`src/gpc_pkg.sv`:
```
// constants shared by the gated pulse counter: register offsets, field
// positions, reset values and code points.
// assumes a 32-bit avalon-mm slave with byte addresses.
package gpc_pkg;
  // --------------------------------------------------
  // channel geometry
  // --------------------------------------------------
  localparam int NCH = 8;
  localparam int CHW = 3;
  // --------------------------------------------------
  // register byte offsets
  // --------------------------------------------------
  localparam logic [5:0] OFS_CTRL = 6'h00;
  localparam logic [5:0] OFS_CHEN = 6'h04;
  localparam logic [5:0] OFS_DQ = 6'h08;
  localparam logic [5:0] OFS_DGEN = 6'h0C;
  localparam logic [5:0] OFS_LIMIT = 6'h10;
  localparam logic [5:0] OFS_CMP = 6'h14;
  localparam logic [5:0] OFS_COUNT = 6'h18;
  localparam logic [5:0] OFS_WIN = 6'h1C;
  localparam logic [5:0] OFS_FREQ = 6'h20;
  localparam logic [5:0] OFS_DGST = 6'h24;
  localparam logic [5:0] OFS_IREC = 6'h28;
  // --------------------------------------------------
  // control field positions
  // --------------------------------------------------
  localparam int F_MODE = 0;
  localparam int F_EDGE = 1;
  localparam int F_SWG = 3;
  localparam int F_HWEN = 4;
  localparam int F_STOP = 5;
  localparam int F_IRQEN = 6;
  localparam int F_CNTCH = 8;
  localparam int F_GATECH = 12;
  localparam int F_DQCH = 16;
  // --------------------------------------------------
  // codes and reset values
  // --------------------------------------------------
  localparam logic [1:0] EDGE_RISE = 2'h0;
  localparam logic [1:0] EDGE_FALL = 2'h1;
  localparam logic [7:0] EV_CMP = 8'h05;
  localparam logic [31:0] RST_CTRL = 32'h0000_0000;
  localparam logic [31:0] RST_LIMIT = 32'hFFFF_FFFF;
  localparam logic [31:0] RST_CMP = 32'hFFFF_FFFF;
  localparam logic [31:0] RST_WIN = 32'h0098_9680;
endpackage : gpc_pkg

```
`src/gated_pulse_counter_with_diag.sv`:
```
// gated pulse counter with frequency mode and output diagnostics.
// assumes field pins and sense inputs are asynchronous; bus is avalon-mm.
//
// Operation
// - count on rising, falling or both edges as configured
// - with hardware gate on, internal gate is gate pin AND software gate
// - pulses count only while the internal gate is open
// - in counter mode the gate decides when pulses enter the count
// - in frequency mode the gate defines the measuring window
// - any channel may be chosen as the hardware gate input
// - in counter mode, compare result drives a chosen channel as digital output
// - a single control bit locks or enables the compare interrupt
// - short to ground flagged only while the output drives one
// - driving the output to zero clears a short to ground flag
// - enabled short-to-supply detection raises its flag
// - enabled wire-break detection on an active channel raises its flag
// - short diagnostics act only on output channels, per channel or all
// - each channel has an enable; disabled ones neither count nor diagnose
// - past high limit wrap to zero; continue or halt until gate reopens
// - frequency counts rising edges per window, no edge timing
// - interrupt carries channel number and compare event code
// - interrupt only in counter mode
`timescale 1ns/100ps
module gated_pulse_counter_with_diag
  import gpc_pkg::*;
(
  input wire logic clock_i,
  input wire logic reset_i,
  input wire logic [5:0] address_i,
  input wire logic read_i,
  input wire logic write_i,
  input wire logic [3:0] byteenable_i,
  input wire logic [31:0] writedata_i,
  output logic [31:0] readdata_o,
  output logic waitrequest_o,
  input wire logic [NCH-1:0] io_in_i,
  input wire logic [NCH-1:0] sense_gnd_i,
  input wire logic [NCH-1:0] sense_sup_i,
  input wire logic [NCH-1:0] sense_open_i,
  output logic [NCH-1:0] io_out_o,
  output logic [NCH-1:0] io_oe_o,
  output logic hw_irq_o,
  output logic [7:0] irq_chan_o,
  output logic [7:0] irq_event_o
);
  // --------------------------------------------------
  // declarations
  // --------------------------------------------------
  logic [4*NCH-1:0] s1_q, s2_q;
  logic [NCH-1:0] prev_q;
  logic [31:0] ctrl_q, dq_q, dgen_q, lim_q, cmp_q, win_len_q;
  logic [NCH-1:0] en_q, gnd_q, sup_q, wb_q, gnd_d, sup_d, wb_d;
  logic [NCH-1:0] out_q;
  logic [31:0] count_q, count_d, win_q, acc_q, freq_q;
  logic halt_q, halt_d, gate_prev_q, cmp_prev_q, wait_q;
  logic [31:0] rd_w, wmask_w;
  logic [NCH-1:0] pin_w, rise_w, fall_w, hit_w, dir_w;
  logic mode_w, swg_w, hwen_w, stop_w, irqen_w;
  logic [1:0] esel_w;
  logic [CHW-1:0] cnt_ch_w, gate_ch_w, dq_ch_w;
  logic src_rise_w, src_fall_w, edge_w, hw_lvl_w, gate_w, gate_rise_w;
  logic pulse_w, wrap_w, cmp_w, irq_w, fpos_w, win_end_w;
  logic req_w, take_w, wr_w;
  logic [NCH-1:0] chen_wd_w;

  // --------------------------------------------------
  // pin synchronisers
  // --------------------------------------------------
  // two stages before any logic; edges come from stage two only
  always_ff @(posedge clock_i) begin
    s1_q <= {sense_open_i, sense_sup_i, sense_gnd_i, io_in_i};
    s2_q <= s1_q;
    prev_q <= s2_q[NCH-1:0];
  end
  assign pin_w = s2_q[NCH-1:0];
  assign rise_w = pin_w & ~prev_q;
  assign fall_w = ~pin_w & prev_q;

  // --------------------------------------------------
  // control field decode
  // --------------------------------------------------
  assign mode_w = ctrl_q[F_MODE];
  assign esel_w = ctrl_q[F_EDGE+:2];
  assign swg_w = ctrl_q[F_SWG];
  assign hwen_w = ctrl_q[F_HWEN];
  assign stop_w = ctrl_q[F_STOP];
  assign irqen_w = ctrl_q[F_IRQEN];
  assign cnt_ch_w = ctrl_q[F_CNTCH+:CHW];
  assign gate_ch_w = ctrl_q[F_GATECH+:CHW];
  assign dq_ch_w = ctrl_q[F_DQCH+:CHW];
  assign dir_w = dq_q[2*NCH-1:NCH];

  // --------------------------------------------------
  // edge selection and internal gate
  // --------------------------------------------------
  // code 3 behaves as both edges so no setting leaves the counter dead
  assign src_rise_w = rise_w[cnt_ch_w];
  assign src_fall_w = fall_w[cnt_ch_w];
  assign edge_w = (esel_w == EDGE_RISE) ? src_rise_w :
                  (esel_w == EDGE_FALL) ? src_fall_w :
                  (src_rise_w | src_fall_w);
  assign hw_lvl_w = pin_w[gate_ch_w] & en_q[gate_ch_w];
  assign gate_w = swg_w & (~hwen_w | hw_lvl_w) & en_q[cnt_ch_w];
  assign gate_rise_w = gate_w & ~gate_prev_q;

  // --------------------------------------------------
  // counter operation
  // --------------------------------------------------
  assign pulse_w = ~mode_w & gate_w & edge_w & ~halt_q;
  assign wrap_w = (count_q == lim_q);
  assign count_d = !pulse_w ? count_q :
                   wrap_w ? 32'h0 : count_q + 32'h1;
  // halt is released only by a fresh gate opening after closure
  assign halt_d = (halt_q & ~gate_rise_w) | (pulse_w & wrap_w & stop_w);
  assign cmp_w = (count_q >= cmp_q);
  assign irq_w = cmp_w & ~cmp_prev_q & ~mode_w & irqen_w;

  always_ff @(posedge clock_i) begin
    if (reset_i) begin
      count_q <= 32'h0;
      halt_q <= 1'b0;
      gate_prev_q <= 1'b0;
      cmp_prev_q <= 1'b0;
    end else begin
      count_q <= count_d;
      halt_q <= halt_d;
      gate_prev_q <= gate_w;
      cmp_prev_q <= cmp_w;
    end
  end

  // --------------------------------------------------
  // frequency measurement
  // --------------------------------------------------
  // only rising edges inside the window; software divides by window time
  assign fpos_w = mode_w & gate_w & src_rise_w;
  assign win_end_w = (win_q == win_len_q - 32'h1);

  always_ff @(posedge clock_i) begin
    if (reset_i) begin
      win_q <= 32'h0;
      acc_q <= 32'h0;
      freq_q <= 32'h0;
    end else if (!(mode_w & gate_w)) begin
      win_q <= 32'h0;
      acc_q <= 32'h0;
    end else if (win_end_w) begin
      win_q <= 32'h0;
      acc_q <= 32'h0;
      freq_q <= acc_q + {31'h0, fpos_w};
    end else begin
      win_q <= win_q + 32'h1;
      acc_q <= acc_q + {31'h0, fpos_w};
    end
  end

  // --------------------------------------------------
  // output drive and interrupt record
  // --------------------------------------------------
  // compare channel overrides the software value while counting
  assign hit_w = mode_w ? 8'h00 : (8'h01 << dq_ch_w);

  always_ff @(posedge clock_i) begin
    if (reset_i) begin
      out_q <= 8'h00;
      io_oe_o <= 8'h00;
      hw_irq_o <= 1'b0;
      irq_chan_o <= 8'h00;
      irq_event_o <= 8'h00;
    end else begin
      out_q <= ((dq_q[NCH-1:0] & ~hit_w) | (hit_w & {NCH{cmp_w}})) & en_q & dir_w;
      io_oe_o <= en_q & dir_w;
      hw_irq_o <= irq_w;
      if (irq_w) begin
        irq_chan_o <= {5'h0, cnt_ch_w};
        irq_event_o <= EV_CMP;
      end
    end
  end
  assign io_out_o = out_q;

  // --------------------------------------------------
  // diagnostics latches
  // --------------------------------------------------
  // a short to ground cannot be seen with the driver off, so clear then
  assign gnd_d = (gnd_q | s2_q[2*NCH-1:NCH]) & out_q
               & en_q & dir_w & dgen_q[NCH-1:0];
  assign sup_d = (sup_q | s2_q[3*NCH-1:2*NCH])
               & en_q & dir_w & dgen_q[2*NCH-1:NCH];
  assign wb_d = (wb_q | s2_q[4*NCH-1:3*NCH])
              & en_q & dgen_q[3*NCH-1:2*NCH];

  always_ff @(posedge clock_i) begin
    if (reset_i) begin
      gnd_q <= 8'h00;
      sup_q <= 8'h00;
      wb_q <= 8'h00;
    end else begin
      gnd_q <= gnd_d;
      sup_q <= sup_d;
      wb_q <= wb_d;
    end
  end

  // --------------------------------------------------
  // avalon-mm slave
  // --------------------------------------------------
  // one wait state on every access; unmapped reads return zero
  assign req_w = read_i | write_i;
  assign take_w = req_w & ~wait_q;
  assign wr_w = write_i & take_w;
  assign chen_wd_w = (en_q & ~wmask_w[NCH-1:0]) | (writedata_i[NCH-1:0] & wmask_w[NCH-1:0]);
  assign wmask_w = {{8{byteenable_i[3]}}, {8{byteenable_i[2]}},
                    {8{byteenable_i[1]}}, {8{byteenable_i[0]}}};
  assign rd_w = (address_i == OFS_CTRL) ? ctrl_q :
                (address_i == OFS_CHEN) ? {24'h0, en_q} :
                (address_i == OFS_DQ) ? dq_q :
                (address_i == OFS_DGEN) ? dgen_q :
                (address_i == OFS_LIMIT) ? lim_q :
                (address_i == OFS_CMP) ? cmp_q :
                (address_i == OFS_COUNT) ? count_q :
                (address_i == OFS_WIN) ? win_len_q :
                (address_i == OFS_FREQ) ? freq_q :
                (address_i == OFS_DGST) ? {8'h0, wb_q, sup_q, gnd_q} :
                (address_i == OFS_IREC) ? {16'h0, irq_event_o, irq_chan_o} :
                32'h0;

  function automatic logic [31:0] mrg(input logic [31:0] old);
    mrg = (old & ~wmask_w) | (writedata_i & wmask_w);
  endfunction : mrg

  always_ff @(posedge clock_i) begin
    if (reset_i) begin
      wait_q <= 1'b1;
      readdata_o <= 32'h0;
    end else begin
      wait_q <= ~(req_w & wait_q);
      if (read_i & wait_q) readdata_o <= rd_w;
    end
  end
  assign waitrequest_o = wait_q;

  // configuration registers, written at the accepting edge only
  always_ff @(posedge clock_i) begin
    if (reset_i) begin
      ctrl_q <= RST_CTRL;
      en_q <= 8'h00;
      dq_q <= 32'h0;
      dgen_q <= 32'h0;
      lim_q <= RST_LIMIT;
      cmp_q <= RST_CMP;
      win_len_q <= RST_WIN;
    end else if (wr_w) begin
      if (address_i == OFS_CTRL) ctrl_q <= mrg(ctrl_q);
      if (address_i == OFS_CHEN) en_q <= chen_wd_w; // byte lane zero only
      if (address_i == OFS_DQ) dq_q <= mrg(dq_q) & 32'h0000_FFFF;
      if (address_i == OFS_DGEN) dgen_q <= mrg(dgen_q) & 32'h00FF_FFFF;
      if (address_i == OFS_LIMIT) lim_q <= mrg(lim_q);
      if (address_i == OFS_CMP) cmp_q <= mrg(cmp_q);
      if (address_i == OFS_WIN) win_len_q <= mrg(win_len_q);
    end
  end
endmodule : gated_pulse_counter_with_diag

```
`config.mk`:
```
export PLATFORM = sky130hd
export DESIGN_NAME = gated_pulse_counter_with_diag
export DESIGN_NICKNAME = d
export VERILOG_FILES = /design/src/gpc_pkg.sv /design/src/gated_pulse_counter_with_diag.sv
export SDC_FILE = /design/constraint.sdc
export NUM_CORES = 1
export LEC_CHECK = 0
export BUFFER_PORTS_ARGS = -buffer_cell sky130_fd_sc_hd__buf_2
export CORE_MARGIN = 1.5
export CORE_UTILIZATION = 40
export CTS_CLUSTER_DIAMETER = 60
export DETAILED_ROUTE_END_ITERATION = 8
export GPL_TIMING_DRIVEN = 0
export SLEW_MARGIN = 20
export SYNTH_ARGS = -nofsm -noshare
export SYNTH_HDL_FRONTEND = slang
export SYNTH_SLANG_ARGS = --single-unit
export TNS_END_PERCENT = 30
```
`constraint.sdc`:
```
create_clock -name clock_i -period 4.8 [get_ports clock_i]
set_input_delay 0.24 -clock clock_i [delete_from_list [all_inputs] [get_ports clock_i]]
set_output_delay 0.24 -clock clock_i [all_outputs]
set_load 0.05 [all_outputs]
```
==> results <==
- The flow ran to the end, and the final reports show no timing, DRC or antenna violations.
- The count of endpoints failing hold in the final timing report was 0.
- The total number of vias is 19063.
- Of the synthesized area, sequential elements account for 44.9%.
- The final clock skew is 0.0211 ns.
- For this run, the detailed router's first-pass iteration total came to 7.
- Adding up every negative setup slack in the final design gives 0 ns.
- The distinct cell type count of the synthesized netlist is 72.
- Global routing consumed, on the met1 layer, 39.3% of the routing resources.
- Timing would allow up to 222 MHz.
- Global routing consumed, on the met3 layer, approximately 5.7% of the routing resources.
- The peak supply drop is approximately 280 uV.
- The min-delay analysis places its worst path in the category in2reg.
- The count of unresolved DRC violations after routing is 0.
- Headroom to the max-slew limit came out at 22.8%.
- The floorplan has between 80 and 90 rows.
- The placeable core region is 50300 um2.
- From left edge to right edge, the die measures 229 um.
- The power dissipated by switching net loads is around 2.1 mW.
- The initial antenna violation count came to 2.
- The root buffer selected by CTS is sky130_fd_sc_hd__clkbuf_16.
- The count of state elements after synthesis is 457.
- Net switching is 24.1% of the power.
- In this run the static leakage power is 9.40 nW.
- The number of clock buffers added by TritonCTS is 52.
- The global-route wire length before repair is 118000 um.
- Across all hold checks on the routed design, the worst slack comes to between 0.2 and 0.25 ns.
- After technology mapping, the gate count stands at 2363.
- At the worst endpoint, the required time is 5.29 ns.
- At the later pin of the worst-skew pair, clock insertion delay measures 0.61 ns.
- In this run, synthesis inferred 0 flip-flops with an integrated enable.
- The final max-slew violation count is 0.
- The CTS tree is yes.
- The final standard cell utilization of the core is between 40 and 50%.
- In this run the post-CTS setup repair buffer count came out at 0.
- In this run, the number of DRC markers left after iteration 0 of detailed routing was between 2000 and 2500.
- Input and output buffers added on the ports amount to 131.
- The met2 routing resource usage after global routing is 48.2%.
- The die covers 52300 um2.
- The time the worst path needs with I/O delays and setup is 4.50 ns.
- The clock network accounts for 49.1% of the total power.
- The arrival time reported for the critical path endpoint is between 4 and 5 ns.
- The sequential cells in the finished layout cover a total of 9150 um2.
- In this run the vertical extent of the chip is between 200 and 250 um.
- Fill cells in the final layout number roughly 4900.
- The count of nets left with antenna violations once routing finished came out at 0.
- The fraction of final layout cells sized beyond drive strength 1 is between 10 and 15%.
- Detailed placement ended at an HPWL of 61600 um.
- Setup violations remaining at the end of the flow were counted as 0.
- Routability-driven placement finished with a final weighted congestion of ~0.98.
- The remaining global-route overflow is 0.
- The vias per cell is 5.71.
- The average routed wire per standard cell is 24.2 um.
- The initial core utilization is just over 40%.
- The total number of yosys warnings is 0.
- A synthesized cell averages 8.63 um2.
- The proportion of power drawn by flip-flops and latches is 45.3%.
- The kind of start point of the critical path is a flip-flop.
- Across the run, the number of max-cap violations was 0.
- The number of nets in the layout is 2741.
- The share of total power dissipated in combinational logic is roughly 5.6%.
- The ratio of final minimum period to clock period is 93.8%.
- The combined area of all synthesized cells is about 20000 um2.
- From synthesis to final layout, the design area changed by 19.9%.
- Summing all non-filler instances in the final layout gives an area of 24500 um2.
- Of all flip-flops after synthesis, the portion carrying an async set or reset was 0%.
- After detailed routing, the total wire length is 80800 um.
- Summing all multi-input logic gate instances after layout gives 10500 um2.
- After clock tree synthesis, the clock-pin slew on the worst setup and hold paths is 0.06 ns.
- Setup repair after global routing left no endpoint under its margin.
- met2 is the most crowded layer.
- Once placement finished, the instance area stood at 22000 um2.
- Of all nets on the critical path, the largest fanout is 10.
- The number of global-route vias before repair is about 18000.
- The critical path endpoint category is a flip-flop.
- For the pin with the worst max-slew slack, the measured transition is 1.15 ns.
- For this design the ratio of total power to cell area is between 300 and 400 nW/um2.
- The worst setup path is of the reg2reg kind.
- 144 I/O pins were placed.
- The internal power of the cells totals 6.49 mW.
- The H-tree was split into 2 levels.
- Clock tree synthesis found a total of 457 sinks.
- In the synthesized netlist the dominant register cell turns out to be sky130_fd_sc_hd__dfxtp_1.
- The maximum clock path buffer count is 3.
- The pin count of the biggest net entering global routing is 15.
- For this run, the total global-route usage over all layers was measured as between 30% and 40%.
-- path summary, 6_finish.rpt --
check	startpoint	endpoint	slack, ns	depth (start not counted)
min reg2reg	s1_q[4]	s2_q[4]	0.32	0
min	byteenable_i[2]	flip-flop	0.24	5
max	flip-flop	freq_q[30]	0.30	17
max reg2reg	flip-flop	freq_q[30]	0.30	17
-- power by group through the flow --
stage / sequential [mW] / combinational (mW) / clock [mW]
after floorplan: 4.00 / 0.165 / 0
after global placement: 3.96 / 0.417 / 0
after detailed placement: 3.96 / 0.420 / 0
after CTS: 3.87 / 0.463 / 4.24
after global routing: 3.87 / 0.492 / 4.42
final: 3.87 / 0.476 / 4.20
-- kinds of logic after synthesis --
family,count (synthesis),synth area share (%)
mux,108,6.16
simple gates,918,20.7
buf+inv,208,4.21
xor+xnor,157,6.74
other cells,1,0.0184
compound gates,477,15.1
fa+ha+maj,37,2.27
flops,457,44.9
-- metrics by stage --
stage,std cells,power (mW),worst slack [ns]
3_5_place_dp,3178,4.38,0.00803
2_1_floorplan,2373,4.17,1.20
3_3_place_gp,3176,4.37,-0.486
5_1_grt,3340,8.78,0.0396
6_report,3341,8.55,0.300
4_1_cts,3340,8.58,0.194
-- placed cells by master, fill, tap and decap left out, types with 51 or more instances in the layout --
cell type,count
sky130_fd_sc_hd__a21oi_1,119
sky130_fd_sc_hd__nor2_1,280
sky130_fd_sc_hd__clkbuf_16,52
sky130_fd_sc_hd__xnor2_1,81
sky130_fd_sc_hd__nand2_1,308
sky130_fd_sc_hd__nand3_1,100
sky130_fd_sc_hd__buf_2,134
sky130_fd_sc_hd__xor2_1,76
sky130_fd_sc_hd__dfxtp_1,457
sky130_fd_sc_hd__inv_1,72
sky130_fd_sc_hd__clkbuf_1,117
sky130_fd_sc_hd__o211ai_1,51
sky130_fd_sc_hd__mux2i_1,67
sky130_fd_sc_hd__o21ai_0,132
sky130_fd_sc_hd__dlygate4sd3_1,66
-- critical path, stage by stage (launching register included) --
cell	delay, ns
sky130_fd_sc_hd__dfxtp_1	0.31
sky130_fd_sc_hd__clkbuf_1	0.37
sky130_fd_sc_hd__nand3_1	0.13
sky130_fd_sc_hd__o211ai_1	0.12
sky130_fd_sc_hd__o211ai_1	0.15
sky130_fd_sc_hd__a31oi_1	0.38
sky130_fd_sc_hd__nand2_1	0.32
sky130_fd_sc_hd__nor2_1	0.22
sky130_fd_sc_hd__ha_1	0.21
sky130_fd_sc_hd__ha_1	0.22
sky130_fd_sc_hd__inv_1	0.08
sky130_fd_sc_hd__or4_1	0.60
sky130_fd_sc_hd__nor2b_1	0.29
sky130_fd_sc_hd__and2_1	0.27
sky130_fd_sc_hd__nand3_1	0.11
sky130_fd_sc_hd__xor2_1	0.21
sky130_fd_sc_hd__nor2_1	0.09
sky130_fd_sc_hd__mux2_2	0.30
-- layer usage --
metal,vias up,routed length (um),share of wire [%]
met5,-,10,0.012
met4,2,4080,5.1
met3,202,7050,8.7
met2,886,36100,45
met1,9179,33500,41
li1,8794,-,-
-- repair_timing --
action | CTS | global route
hold buffers | 66 | 0
setup endpoints to repair | 2 | 11
gates resized for setup | 1 | 2
pin swaps | 0 | 0
endpoints found under the hold margin | 147 | 0
-- cell type report --
type,instances,share of cell area [%]
Clock buffer,69,5.91
Clock inverter,27,1.50
Sequential cell,457,37.4
Buffer,135,2.39
Multi-Input combinational cell,1708,42.8
Timing Repair Buffer,199,5.43
Inverter,73,1.12
Antenna cell,1,0.0102
Tap cell,672,3.44
-- synth_stat cells (all sizes together) (16+ instances only) --
| cell | n | area [um2] |
|---|---|---|
| ha | 37 | 463 |
| clkbuf | 108 | 405 |
| xnor2 | 81 | 709 |
| a22oi | 28 | 210 |
| nand3 | 100 | 500 |
| buf | 27 | 179 |
| inv | 73 | 274 |
| nor3 | 29 | 166 |
| a21oi | 119 | 596 |
| nand2 | 308 | 1160 |
| and3 | 35 | 219 |
| dfxtp | 457 | 9150 |
| a221oi | 23 | 201 |
| mux2 | 30 | 338 |
| mux2i | 67 | 671 |
| nor2b | 45 | 282 |
| nand4 | 34 | 213 |
| a31oi | 18 | 113 |
| o211ai | 51 | 383 |
| nor4 | 18 | 125 |
| a21o | 16 | 120 |
| nor2 | 281 | 1050 |
| o21ai | 132 | 661 |
| xor2 | 76 | 666 |
Note: power is estimated with default switching activity, not from simulation.
